===== src/include/tws_pkg.sv =====
/*
 * constants, register map and state type for the two-wire slave transmitter.
 * assumes a 32-bit axi4-lite register bus; all registers are 8 bits in the low byte.
 */
package tws_pkg;
   // register byte offsets
   localparam logic [7:0] TWS_OFS_ADDR_CFG = 8'h00;
   localparam logic [7:0] TWS_OFS_CTRL     = 8'h04;
   localparam logic [7:0] TWS_OFS_STATUS   = 8'h08;
   localparam logic [7:0] TWS_OFS_DATA     = 8'h0c;
   // register select codes from the address decoder
   localparam logic [2:0] TWS_SEL_ADDR_CFG = 3'h0;
   localparam logic [2:0] TWS_SEL_CTRL     = 3'h1;
   localparam logic [2:0] TWS_SEL_STATUS   = 3'h2;
   localparam logic [2:0] TWS_SEL_DATA     = 3'h3;
   localparam logic [2:0] TWS_SEL_NONE     = 3'h7;
   // serial_control field positions
   localparam int TWS_CTRL_JOB_DONE  = 7;
   localparam int TWS_CTRL_ACK_EN    = 6;
   localparam int TWS_CTRL_START_REQ = 5;
   localparam int TWS_CTRL_STOP_REQ  = 4;
   localparam int TWS_CTRL_WCOL      = 3;
   localparam int TWS_CTRL_IF_EN     = 2;
   localparam int TWS_CTRL_IRQ_EN    = 0;
   // slave_address_config field positions
   localparam int TWS_ADDR_GCE       = 0;
   // reset values
   localparam logic [7:0] TWS_ADDR_CFG_RST = 8'h00;
   localparam logic [7:0] TWS_DATA_RST     = 8'hff;
   localparam logic       TWS_ACK_RST      = 1'b0;
   // status codes, prescaler bits always zero
   localparam logic [7:0] TWS_ST_OWN_READ  = 8'ha8;
   localparam logic [7:0] TWS_ST_ARB_READ  = 8'hb0;
   localparam logic [7:0] TWS_ST_DATA_ACK  = 8'hb8;
   localparam logic [7:0] TWS_ST_DATA_NACK = 8'hc0;
   localparam logic [7:0] TWS_ST_LAST_ACK  = 8'hc8;
   localparam logic [7:0] TWS_ST_NO_INFO   = 8'hf8;
   localparam logic [6:0] TWS_BROADCAST    = 7'h00;
   localparam logic [2:0] TWS_LAST_BIT     = 3'h7;
   // axi responses
   localparam logic [1:0] TWS_RESP_OKAY    = 2'h0;
   localparam logic [1:0] TWS_RESP_SLVERR  = 2'h2;

   typedef enum logic [2:0]
   {
      TWS_IDLE     = 3'b000,
      TWS_ADDR     = 3'b001,
      TWS_ADDR_ACK = 3'b010,
      TWS_TX_LOAD  = 3'b011,
      TWS_TX_BYTE  = 3'b100,
      TWS_TX_ACK   = 3'b101,
      TWS_DONE     = 3'b110,
      TWS_IGNORE   = 3'b111
   } tws_state_t;
endpackage : tws_pkg


===== src/rtl/tws_slave_tx.sv =====
/*
 * two-wire slave transmitter with an axi4-lite register port.
 * assumes scl/sda arrive asynchronously and are resolved open-drain outside;
 * sleep_deep and arb_lost_addr come from logic on aclk.
 */
// Decided for this implementation: the AXI4-Lite slave port and the register offsets.
`timescale 1ns/10ps
module tws_slave_tx
   import tws_pkg::*;
(
   input  wire logic        aclk,
   input  wire logic        aresetn,
   input  wire logic [7:0]  s_axi_awaddr,
   input  wire logic        s_axi_awvalid,
   output logic             s_axi_awready,
   input  wire logic [31:0] s_axi_wdata,
   input  wire logic [3:0]  s_axi_wstrb,
   input  wire logic        s_axi_wvalid,
   output logic             s_axi_wready,
   output logic [1:0]       s_axi_bresp,
   output logic             s_axi_bvalid,
   input  wire logic        s_axi_bready,
   input  wire logic [7:0]  s_axi_araddr,
   input  wire logic        s_axi_arvalid,
   output logic             s_axi_arready,
   output logic [31:0]      s_axi_rdata,
   output logic [1:0]       s_axi_rresp,
   output logic             s_axi_rvalid,
   input  wire logic        s_axi_rready,
   input  wire logic        scl_i,
   output logic             scl_o,
   output logic             scl_oe,
   input  wire logic        sda_i,
   output logic             sda_o,
   output logic             sda_oe,
   input  wire logic        sleep_deep,
   input  wire logic        arb_lost_addr,
   output logic             wake_req,
   output logic             rx_select,
   output logic             start_go
);

   // address decode shared by read and write paths
   function automatic logic [2:0] reg_sel(input logic [7:0] a);
      case (a)
         TWS_OFS_ADDR_CFG: reg_sel = TWS_SEL_ADDR_CFG;
         TWS_OFS_CTRL:     reg_sel = TWS_SEL_CTRL;
         TWS_OFS_STATUS:   reg_sel = TWS_SEL_STATUS;
         TWS_OFS_DATA:     reg_sel = TWS_SEL_DATA;
         default:          reg_sel = TWS_SEL_NONE;
      endcase
   endfunction : reg_sel

   tws_state_t  st_ff;
   logic [7:0]  addr_cfg_ff;
   logic [7:0]  data_ff;
   logic [7:0]  shift_ff;
   logic [7:0]  code_ff;
   logic [2:0]  bitcnt_ff;
   logic        flag_ff;
   logic        ack_en_ff;
   logic        start_req_ff;
   logic        stop_req_ff;
   logic        if_en_ff;
   logic        irq_en_ff;
   logic        wcol_ff;
   logic        last_ff;
   logic        ack_seen_ff;
   logic        arb_ff;
   logic        busy_ff;
   logic        start_pend_ff;
   logic        wake_ff;
   logic        rx_sel_ff;
   logic        start_go_ff;
   logic        scl_m_ff;
   logic        scl_s_ff;
   logic        scl_d_ff;
   logic        sda_m_ff;
   logic        sda_s_ff;
   logic        sda_d_ff;
   logic        aw_hold_ff;
   logic        w_hold_ff;
   logic [7:0]  awaddr_ff;
   logic [7:0]  wdata_ff;
   logic        wstrb0_ff;
   logic        bvalid_ff;
   logic [1:0]  bresp_ff;
   logic        rvalid_ff;
   logic [31:0] rdata_ff;
   logic [1:0]  rresp_ff;
   logic        scl_rise;
   logic        scl_fall;
   logic        start_cond;
   logic        stop_cond;
   logic        do_wr;
   logic        wr_ctrl;
   logic        wr_data;
   logic        go;
   logic        flag_set;
   logic [7:0]  nxt_code;
   logic [7:0]  addr_byte;
   logic        own_hit;
   logic        gc_hit;
   logic        addr_hit;
   logic        read_hit;
   logic [2:0]  wsel;
   logic [7:0]  status_rd;

   // two-stage synchronisers; edge logic reads only the second stage and its delay
   always_ff @(posedge aclk)
   begin
      if (!aresetn)
      begin
         {scl_m_ff, scl_s_ff, scl_d_ff} <= 3'h7;
         {sda_m_ff, sda_s_ff, sda_d_ff} <= 3'h7;
      end
      else
      begin
         {scl_m_ff, scl_s_ff, scl_d_ff} <= {scl_i, scl_m_ff, scl_s_ff};
         {sda_m_ff, sda_s_ff, sda_d_ff} <= {sda_i, sda_m_ff, sda_s_ff};
      end
   end

   // bus events; start/stop need scl steady high across the sda edge
   assign scl_rise   = scl_s_ff & ~scl_d_ff;
   assign scl_fall   = ~scl_s_ff & scl_d_ff;
   assign start_cond = scl_s_ff & scl_d_ff & sda_d_ff & ~sda_s_ff;
   assign stop_cond  = scl_s_ff & scl_d_ff & ~sda_d_ff & sda_s_ff;

   // address compare on the eighth bit as it arrives
   assign addr_byte = {shift_ff[6:0], sda_s_ff};
   assign own_hit   = addr_byte[7:1] == addr_cfg_ff[7:1];
   assign gc_hit    = (addr_byte[7:1] == TWS_BROADCAST) & addr_cfg_ff[TWS_ADDR_GCE];
   // ack enable gates recognition live, so clearing it isolates the device
   assign addr_hit  = ack_en_ff & (own_hit | gc_hit);
   assign read_hit  = addr_hit & own_hit & addr_byte[0];

   // axi write side: channels captured independently, committed together
   assign wsel    = reg_sel(awaddr_ff);
   assign do_wr   = aw_hold_ff & w_hold_ff & ~bvalid_ff;
   assign wr_ctrl = do_wr & wstrb0_ff & (wsel == TWS_SEL_CTRL);
   assign wr_data = do_wr & wstrb0_ff & (wsel == TWS_SEL_DATA);
   assign go      = flag_ff & wr_ctrl & wdata_ff[TWS_CTRL_JOB_DONE];

   // flag events: ninth falling edge of the address or of a data byte
   always_comb
   begin
      flag_set = 1'b0;
      nxt_code = code_ff;
      if (scl_fall && st_ff == TWS_ADDR_ACK && bitcnt_ff != 3'h0)
      begin
         flag_set = 1'b1;
         nxt_code = arb_ff ? TWS_ST_ARB_READ : TWS_ST_OWN_READ;
      end
      else if (scl_fall && st_ff == TWS_TX_ACK)
      begin
         flag_set = 1'b1;
         if (!ack_seen_ff)
            nxt_code = TWS_ST_DATA_NACK;
         else if (last_ff)
            nxt_code = TWS_ST_LAST_ACK;
         else
            nxt_code = TWS_ST_DATA_ACK;
      end
   end

   // transfer state machine
   always_ff @(posedge aclk)
   begin
      if (!aresetn || !if_en_ff)
      begin
         st_ff       <= TWS_IDLE;
         bitcnt_ff   <= 3'h0;
         shift_ff    <= 8'h00;
         last_ff     <= 1'b0;
         ack_seen_ff <= 1'b0;
      end
      else if ((start_cond || stop_cond) && st_ff != TWS_TX_LOAD && st_ff != TWS_DONE)
      begin
         st_ff     <= start_cond ? TWS_ADDR : TWS_IDLE;
         bitcnt_ff <= 3'h0;
      end
      else
      begin
         case (st_ff)
            TWS_ADDR:
               if (scl_rise)
               begin
                  shift_ff  <= addr_byte;
                  bitcnt_ff <= bitcnt_ff + 3'h1;
                  if (bitcnt_ff == TWS_LAST_BIT)
                     st_ff <= read_hit ? TWS_ADDR_ACK : TWS_IGNORE;
               end
            TWS_ADDR_ACK:
               if (scl_fall)
               begin
                  bitcnt_ff <= 3'h1;
                  if (bitcnt_ff != 3'h0)
                     st_ff <= TWS_TX_LOAD;
               end
            TWS_TX_LOAD:
               if (go)
               begin
                  shift_ff  <= data_ff;
                  last_ff   <= ~wdata_ff[TWS_CTRL_ACK_EN];
                  bitcnt_ff <= 3'h0;
                  st_ff     <= TWS_TX_BYTE;
               end
            TWS_TX_BYTE:
               if (scl_fall)
               begin
                  // next bit only after scl has gone low
                  shift_ff  <= {shift_ff[6:0], 1'b1};
                  bitcnt_ff <= bitcnt_ff + 3'h1;
                  if (bitcnt_ff == TWS_LAST_BIT)
                     st_ff <= TWS_TX_ACK;
               end
            TWS_TX_ACK:
            begin
               if (scl_rise)
                  ack_seen_ff <= ~sda_s_ff;
               if (scl_fall)
                  st_ff <= (ack_seen_ff && !last_ff) ? TWS_TX_LOAD : TWS_DONE;
            end
            TWS_DONE:
               if (go)
                  st_ff <= TWS_IGNORE;
            default:
               st_ff <= st_ff;
         endcase
      end
   end

   // job-done flag and status; a hardware set beats a software clear
   always_ff @(posedge aclk)
   begin
      if (!aresetn || !if_en_ff)
      begin
         flag_ff <= 1'b0;
         code_ff <= TWS_ST_NO_INFO;
      end
      else if (flag_set)
      begin
         flag_ff <= 1'b1;
         code_ff <= nxt_code;
      end
      else if (go)
         flag_ff <= 1'b0;
   end

   // status reads f8 whenever the flag is clear
   assign status_rd = flag_ff ? code_ff : TWS_ST_NO_INFO;

   // arbitration loss marker, kept through the address ack so the ninth fall still sees it
   always_ff @(posedge aclk)
   begin
      if (!aresetn)
         arb_ff <= 1'b0;
      else if (arb_lost_addr)
         arb_ff <= 1'b1;
      else if (flag_set || (st_ff == TWS_ADDR && scl_rise && bitcnt_ff == TWS_LAST_BIT
                            && !read_hit))
         arb_ff <= 1'b0;
   end

   // bus busy tracking and deferred start request
   always_ff @(posedge aclk)
   begin
      if (!aresetn)
      begin
         busy_ff       <= 1'b0;
         start_pend_ff <= 1'b0;
         start_go_ff   <= 1'b0;
      end
      else
      begin
         if (start_cond)
            busy_ff <= 1'b1;
         else if (stop_cond)
            busy_ff <= 1'b0;
         start_go_ff <= start_pend_ff & ~busy_ff;
         if (st_ff == TWS_DONE && go && wdata_ff[TWS_CTRL_START_REQ])
            start_pend_ff <= 1'b1;
         else if (!busy_ff)
            start_pend_ff <= 1'b0;
      end
   end

   // wake-up request held while asleep, receiver hand-off pulse
   always_ff @(posedge aclk)
   begin
      if (!aresetn)
      begin
         wake_ff   <= 1'b0;
         rx_sel_ff <= 1'b0;
      end
      else
      begin
         rx_sel_ff <= st_ff == TWS_ADDR && scl_rise && bitcnt_ff == TWS_LAST_BIT
                      && addr_hit && !addr_byte[0];
         // sampled bus clock stands in for the bus-clocked matcher while asleep
         if (sleep_deep && st_ff == TWS_ADDR_ACK)
            wake_ff <= 1'b1;
         else if (!sleep_deep)
            wake_ff <= 1'b0;
      end
   end

   // open-drain drive; sda only moves while scl is low because shifting follows scl_fall
   assign scl_o  = 1'b0;
   assign sda_o  = 1'b0;
   assign scl_oe = flag_ff;
   assign sda_oe = (st_ff == TWS_ADDR_ACK && bitcnt_ff != 3'h0)
                   | (st_ff == TWS_TX_BYTE && !shift_ff[7]);

   // control and address registers; software-written fields only
   always_ff @(posedge aclk)
   begin
      if (!aresetn)
      begin
         addr_cfg_ff  <= TWS_ADDR_CFG_RST;
         ack_en_ff    <= TWS_ACK_RST;
         start_req_ff <= 1'b0;
         stop_req_ff  <= 1'b0;
         if_en_ff     <= 1'b0;
         irq_en_ff    <= 1'b0;
      end
      else
      begin
         if (do_wr && wstrb0_ff && wsel == TWS_SEL_ADDR_CFG)
            addr_cfg_ff <= wdata_ff;
         if (wr_ctrl)
         begin
            ack_en_ff    <= wdata_ff[TWS_CTRL_ACK_EN];
            start_req_ff <= wdata_ff[TWS_CTRL_START_REQ];
            stop_req_ff  <= wdata_ff[TWS_CTRL_STOP_REQ];
            if_en_ff     <= wdata_ff[TWS_CTRL_IF_EN];
            irq_en_ff    <= wdata_ff[TWS_CTRL_IRQ_EN];
         end
      end
   end

   // data register holds only what software wrote, never bus traffic
   always_ff @(posedge aclk)
   begin
      if (!aresetn)
      begin
         data_ff <= TWS_DATA_RST;
         wcol_ff <= 1'b0;
      end
      else if (wr_data)
      begin
         if (flag_ff)
         begin
            data_ff <= wdata_ff;
            wcol_ff <= 1'b0;
         end
         else
            wcol_ff <= 1'b1;
      end
   end

   // axi write channels
   always_ff @(posedge aclk)
   begin
      if (!aresetn)
      begin
         aw_hold_ff <= 1'b0;
         w_hold_ff  <= 1'b0;
         awaddr_ff  <= 8'h00;
         wdata_ff   <= 8'h00;
         wstrb0_ff  <= 1'b0;
         bvalid_ff  <= 1'b0;
         bresp_ff   <= TWS_RESP_OKAY;
      end
      else
      begin
         if (s_axi_awvalid && s_axi_awready)
         begin
            aw_hold_ff <= 1'b1;
            awaddr_ff  <= s_axi_awaddr;
         end
         if (s_axi_wvalid && s_axi_wready)
         begin
            w_hold_ff <= 1'b1;
            wdata_ff  <= s_axi_wdata[7:0];
            wstrb0_ff <= s_axi_wstrb[0];
         end
         if (do_wr)
         begin
            aw_hold_ff <= 1'b0;
            w_hold_ff  <= 1'b0;
            bvalid_ff  <= 1'b1;
            bresp_ff   <= (wsel == TWS_SEL_NONE) ? TWS_RESP_SLVERR : TWS_RESP_OKAY;
         end
         else if (s_axi_bready)
            bvalid_ff <= 1'b0;
      end
   end

   assign s_axi_awready = ~aw_hold_ff & ~bvalid_ff;
   assign s_axi_wready  = ~w_hold_ff & ~bvalid_ff;
   assign s_axi_bvalid  = bvalid_ff;
   assign s_axi_bresp   = bresp_ff;

   // axi read channel; reads have no side effects
   always_ff @(posedge aclk)
   begin
      if (!aresetn)
      begin
         rvalid_ff <= 1'b0;
         rdata_ff  <= 32'h0000_0000;
         rresp_ff  <= TWS_RESP_OKAY;
      end
      else if (s_axi_arvalid && !rvalid_ff)
      begin
         rvalid_ff <= 1'b1;
         rresp_ff  <= TWS_RESP_OKAY;
         case (reg_sel(s_axi_araddr))
            TWS_SEL_ADDR_CFG: rdata_ff <= {24'h000000, addr_cfg_ff};
            TWS_SEL_CTRL:     rdata_ff <= {24'h000000, flag_ff, ack_en_ff, start_req_ff,
                                           stop_req_ff, wcol_ff, if_en_ff, 1'b0, irq_en_ff};
            TWS_SEL_STATUS:   rdata_ff <= {24'h000000, status_rd};
            TWS_SEL_DATA:     rdata_ff <= {24'h000000, data_ff};
            default:
            begin
               rdata_ff <= 32'h0000_0000;
               rresp_ff <= TWS_RESP_SLVERR;
            end
         endcase
      end
      else if (s_axi_rready)
         rvalid_ff <= 1'b0;
   end

   assign s_axi_arready = ~rvalid_ff;
   assign s_axi_rvalid  = rvalid_ff;
   assign s_axi_rdata   = rdata_ff;
   assign s_axi_rresp   = rresp_ff;
   assign wake_req      = wake_ff;
   assign rx_select     = rx_sel_ff;
   assign start_go      = start_go_ff;
endmodule : tws_slave_tx

===== config.mk =====
export PLATFORM = sky130hd
export DESIGN_NAME = tws_slave_tx
export DESIGN_NICKNAME = d
export VERILOG_FILES = /design/src/include/tws_pkg.sv /design/src/rtl/tws_slave_tx.sv
export SDC_FILE = /design/constraint.sdc
export NUM_CORES = 1
export LEC_CHECK = 0
export CORE_ASPECT_RATIO = 0.7
export CORE_MARGIN = 4
export CORE_UTILIZATION = 60
export DETAILED_ROUTE_END_ITERATION = 10
export DONT_BUFFER_PORTS = 1
export GPL_TIMING_DRIVEN = 0
export PLACE_DENSITY_LB_ADDON = 0.15
export SYNTH_ARGS = -nofsm -noshare
export SYNTH_HDL_FRONTEND = slang
export SYNTH_SLANG_ARGS = --single-unit

===== constraint.sdc =====
create_clock -name aclk -period 4.26 [get_ports aclk]
set_clock_uncertainty 0.2 [all_clocks]
set_input_delay 0.852 -clock aclk [delete_from_list [all_inputs] [get_ports aclk]]
set_output_delay 0.852 -clock aclk [all_outputs]
set_load 0.02 [all_outputs]

After elaboration in Yosys (flattened, before gate mapping)
Cells that the tools add are included.
Storage, ports and cells
  bits in registers: 116
  input port bits: 63
Operators by class
  mux-type cells: 53
  bitwise logic cells: 35
  equality and inequality tests: 37
  reduce and logical (&&, ||, !) cells: 56
  $add $sub $neg: 1
Operators with widths (number)
  $mux 3: 18
  $mux 8: 6
  $pmux 3 s4: 3
  $eq 8x4->1 const B: 4
  $pmux 8 s4: 1
  $pmux 8 s3: 1
  $and 1x1->1: 21
  $logic_and 1x1->1: 21
  $ne 3x3->1 const B: 7
  $mux 1: 18
  $pmux 3 s6: 1
  $eq 8x3->1 const B: 2
  $logic_not 8->1: 2
  $eq 3x2->1 const B: 5
  $eq 3x3->1 const B: 5
  $mux 7: 2
  $ne 3x2->1 const B: 4
  $not 1->1: 12
  $reduce_bool 2->1: 6
  $reduce_and 10->1: 1
  $reduce_and 5->1: 2
  $eq 3x1->1 const B: 3
  $ne 2x2->1 const B: 4
  $eq 7x7->1: 1
  16 further kinds: 32

Longest topological paths before layout
  word-level depth: 11
  depth in mapped cells: 8
  mapped depth without buffers: 8

Worst setup path after synthesis
No wires, ideal clock.
  kind: reg2out
  from: reg st_ff[2]
  to: out sda_oe
  data arrival time: 1.209 ns
  stages on the path, launching flop included: 5
  path buffers: 2
  slack: 1.999 ns
  cell sequence: dfxtp_1 clkbuf_1 clkbuf_1 a21oi_1 nor2_1
Between the ends
  word-level cells in the longest chain between the ends: 3
RTL lines
  start, declared: line tws_slave_tx.sv:54  | tws_state_t st_ff;
  start signal, assigned: line tws_slave_tx.sv:180  | st_ff <= start_cond ? TWS_ADDR : TWS_IDLE;
  start signal, assigned: line tws_slave_tx.sv:192  | st_ff <= read_hit ? TWS_ADDR_ACK : TWS_IGNORE;
  start signal, assigned: line tws_slave_tx.sv:223  | st_ff <= (ack_seen_ff && !last_ff) ? TWS_TX_LOAD : TWS_DONE;
  $eq 3x2->1 or $eq 3x3->1 (tied branches): line tws_slave_tx.sv:313, tws_slave_tx.sv:314
  $logic_and 1x1->1, on equally long branches: line tws_slave_tx.sv:313, tws_slave_tx.sv:314
  $or 1x1->1 *: line tws_slave_tx.sv:314  | | (st_ff == TWS_TX_BYTE && !shift_ff[7]);
  end, declared: line tws_slave_tx.sv:35  | output logic sda_oe,
Mark *: on every way between the ends. The rest lies on a longest branch, timed or not.

Worst setup path after layout
Ends and elaborated chain as after synthesis.

==> impl_metrics.csv <==
group,metric,value,unit
clock_tree,ctsResizeCount,0,
pwr,power.leakage,0.00182,uW
clock_tree,path_clk_slew,0.09,ns
die,io_pins,111,
synthesis,yosys-top-cells-area,"dfxtp_1 41%, nand2_1 6.9%, mux2i_1 6.0%, buf_4 5.1%, nor2_1 4.9%",
detailed_routing,vias,3598,
finish,final_cell_area,4570,um2
pwr,pwr_density_cell,341,nW/um2
finish,syn_to_final_growth,10.0,%
detailed_routing,post-route-drc-count,0,
synthesis,synth-compound-area-share,14.4,%
worst_setup_path,path_buf_inv,2,
hold_path,hold_path_class,"reg -> reg",
clock_tree,clock_path_buffers,2,
synthesis,synth_edf_count,0,
finish,nFillCells,559,
synthesis,synth_fa_ha_area_share,0.905,%
timing,finalCritPeriodShare,68.9,%
run,cap_viol_max_count,0,
global_routing,first_global_vias,3266,
synthesis,synth_top_area_cell,"dfxtp_1",
worst_setup_path,required,3.21,ns
die,rows,25,
finish,num-nets-final,594,
synthesis,synthTopCellsByCount,"86 x dfxtp_1, 76 x nand2_1, 54 x nor2_1",
clock_tree,cts_root_buf,"clkbuf_8",
detailed_routing,drt-pass1-iter-count,5,
timing,setup_viol,0,
worst_setup_path,crit_type,"reg -> out",
global_routing,overflow,0,
worst_setup_path,arrival,1.88,ns
detailed_routing,vias_per_cell,5.74,
outcome,status,"finished clean",
timing,setup_tns,0,ns
finish,diodes,0,
place,post_dp_cell_area,4370,um2
worst_setup_path,cp-start-kind,"flip-flop",
place,gp_congestion,0.976,
clock_tree,htreeDepth,3,
worst_setup_path,slowest_stage,"clkbuf_1",
worst_setup_path,crit_top_cell,"clkbuf_1",
clock_tree,postCtsSetupBuffers,0,
global_routing,grt_util_all_layers,24.8,%
die,die_area,8330,um2
die,fp.dieW,107,um
clock_tree,hold_buffers,0,
worst_setup_path,worst_setup_path_end_kind,"output port",
detailed_routing,postRouteAntennaNets,0,
worst_setup_path,path_max_fanout,10,
finish,final_core_util,67.9,%
synthesis,ys_warn_count,0,
die,start_util,61.7,%
synthesis,ys_seq_area_share,41.5,%
synthesis,synth_top_area_share,41.5,%
synthesis,synth_top_family_by_area,"simple AND/OR/NAND/NOR gates",
timing,slew_violations,0,
die,coreArea,6730,um2
timing,final_hold_viol_count,0,
timing,maxSlewHeadroom,39.9,%
detailed_routing,drt_iter0_drc,271,
timing,tightest_slew,0.894,ns
clock_tree,clk_latency,0.35,ns
timing,post-route-min-period,2.93,ns
synthesis,synthFlopType,"dfxtp_1",
worst_setup_path,path_cells,"clkbuf_1 -> clkbuf_1 -> a21oi_1 -> nor2_1",
detailed_routing,wl_per_cell,16.4,um
synthesis,synthMuxAreaShare,9.02,%
synthesis,synthArstFlopShare,0,%
finish,drive_gt1_share,11.8,%
clock_tree,cts_tree,"yes",
die,die_h,77.6,um
pwr,total_power,1560,uW
synthesis,synthCells,490,
clock_tree,cts_buffers,9,
timing,whs,0.214,ns
synthesis,synthSimpleGateAreaFrac,23.8,%
global_routing,grt_start_max_net_pins,15,
detailed_routing,wirelength,10.3,mm
worst_setup_path,cpPeakStageDelay,0.41,ns
timing,rsz0062_at_grt,"false",
synthesis,netlist_area,4150,um2
synthesis,ys_ff_latch,86,
synthesis,yosys.cell_types.count,57,
global_routing,grt_pass1_wl,16.2,mm
timing,max_freq,341,MHz
place,port_buffers,0,
place,dp.final_hpwl,7.77,mm
worst_setup_path,path_delay_family,"buffers and inverters",
synthesis,syn_avg_cell_area,8.47,um2
global_routing,antenna_found_initial,0,
pwr,worst_ir_drop_vdd,0.205,mV
synthesis,yosysMostFrequentCell,"dfxtp_1",
synthesis,synthXorXnorAreaFrac,1.69,%
clock_tree,cts_num_sinks,86,
[kinds of logic (layout without fill, tap and decap cells)]
kind of cell,Yosys count,count (layout)
AOI/OAI and AO/OA,91,91
xor gates and xnor gates,8,8
adders and majority gates,3,3
buffers and inverters,65,81
DFF,86,86
muxes,32,32
other,1,28
and+or+nand+nor,204,204
[cell usage in the layout, fill, tap and decap left out, types with 3 or more instances in the layout]
| cell type | netlist | layout |
|---|---|---|
| a211oi_1 | 3 | 3 |
| a21oi_1 | 37 | 37 |
| a221oi_1 | 4 | 4 |
| a22oi_1 | 8 | 8 |
| a311oi_1 | 6 | 6 |
| a31oi_1 | 4 | 4 |
| and2_1 | 4 | 4 |
| and3_1 | 3 | 3 |
| buf_4 | 28 | 28 |
| clkbuf_1 | 22 | 23 |
| clkbuf_8 | 0 | 10 |
| conb_1 | 1 | 28 |
| dfxtp_1 | 86 | 86 |
| ha_1 | 3 | 3 |
| inv_1 | 12 | 12 |
| mux2_2 | 3 | 3 |
| mux2i_1 | 25 | 25 |
| mux4_2 | 4 | 4 |
| nand2_1 | 76 | 76 |
| nand2b_1 | 19 | 19 |
| nand4_1 | 4 | 4 |
| nor2_1 | 54 | 54 |
| nor2b_1 | 7 | 7 |
| nor3_1 | 7 | 7 |
| nor3b_1 | 3 | 3 |
| nor4_1 | 6 | 6 |
| o21ai_0 | 13 | 13 |
| or2_2 | 3 | 3 |
| or3_1 | 4 | 4 |
| xor2_1 | 7 | 7 |
[final timing paths]
kind / cells past startpoint / start / to / slack, ns
worst max-delay path: 4 / st_ff[2] / sda_oe / 1.33
worst min-delay path: 1 / sda_m_ff / sda_s_ff / 0.21
worst max register to register: 6 / awaddr_ff[1] / bitcnt_ff[1] / 1.58
worst min register to register: 1 / sda_m_ff / sda_s_ff / 0.21
[cell type report]
cell class              count  area [um2]  share of cell area (%)
clock inverters             5        56.3                    1.23
clock buffers              11         141                    3.10
inverters                  12        45.0                   0.987
multi-input cells         366        2170                    47.5
plain buffers              53         313                    6.85
flip-flops and latches     86        1720                    37.7
well taps                  94         118                    2.58
[metrics by stage]
stage / cells / setup slack, ns
after floorplan: 517 / 2.00
after global placement: 611 / 1.57
after detailed placement: 611 / 1.55
after CTS: 627 / 1.34
after global routing: 627 / 1.22
final: 627 / 1.33
[per-layer routing]
layer	global-route usage, %	part of all wire, %	vias up
met1	35.3	46	1680
met2	36.1	42	184
met5	0	0	-
li1	-	-	1716
met3	8.56	11	18
met4	5.93	1.2	0
[state kept, by name, indices dropped and copies added (netlist names), 3 cells and up]
register	flops
addr_cfg_ff	8
awaddr_ff	8
bitcnt_ff	3
code_ff	4
data_ff	8
s_axi_rdata	8
shift_ff	8
st_ff	3
wdata_ff	8
[where the power goes]
| part | internal, uW | switching, uW | leakage, uW |
|---|---|---|---|
| sequential | 822 | 21.6 | 0.000699 |
| combinational | 49.4 | 87.2 | 0.00102 |
| clock | 287 | 290 | 0.0000997 |
No activity file was read; power rests on OpenSTA's default activity.
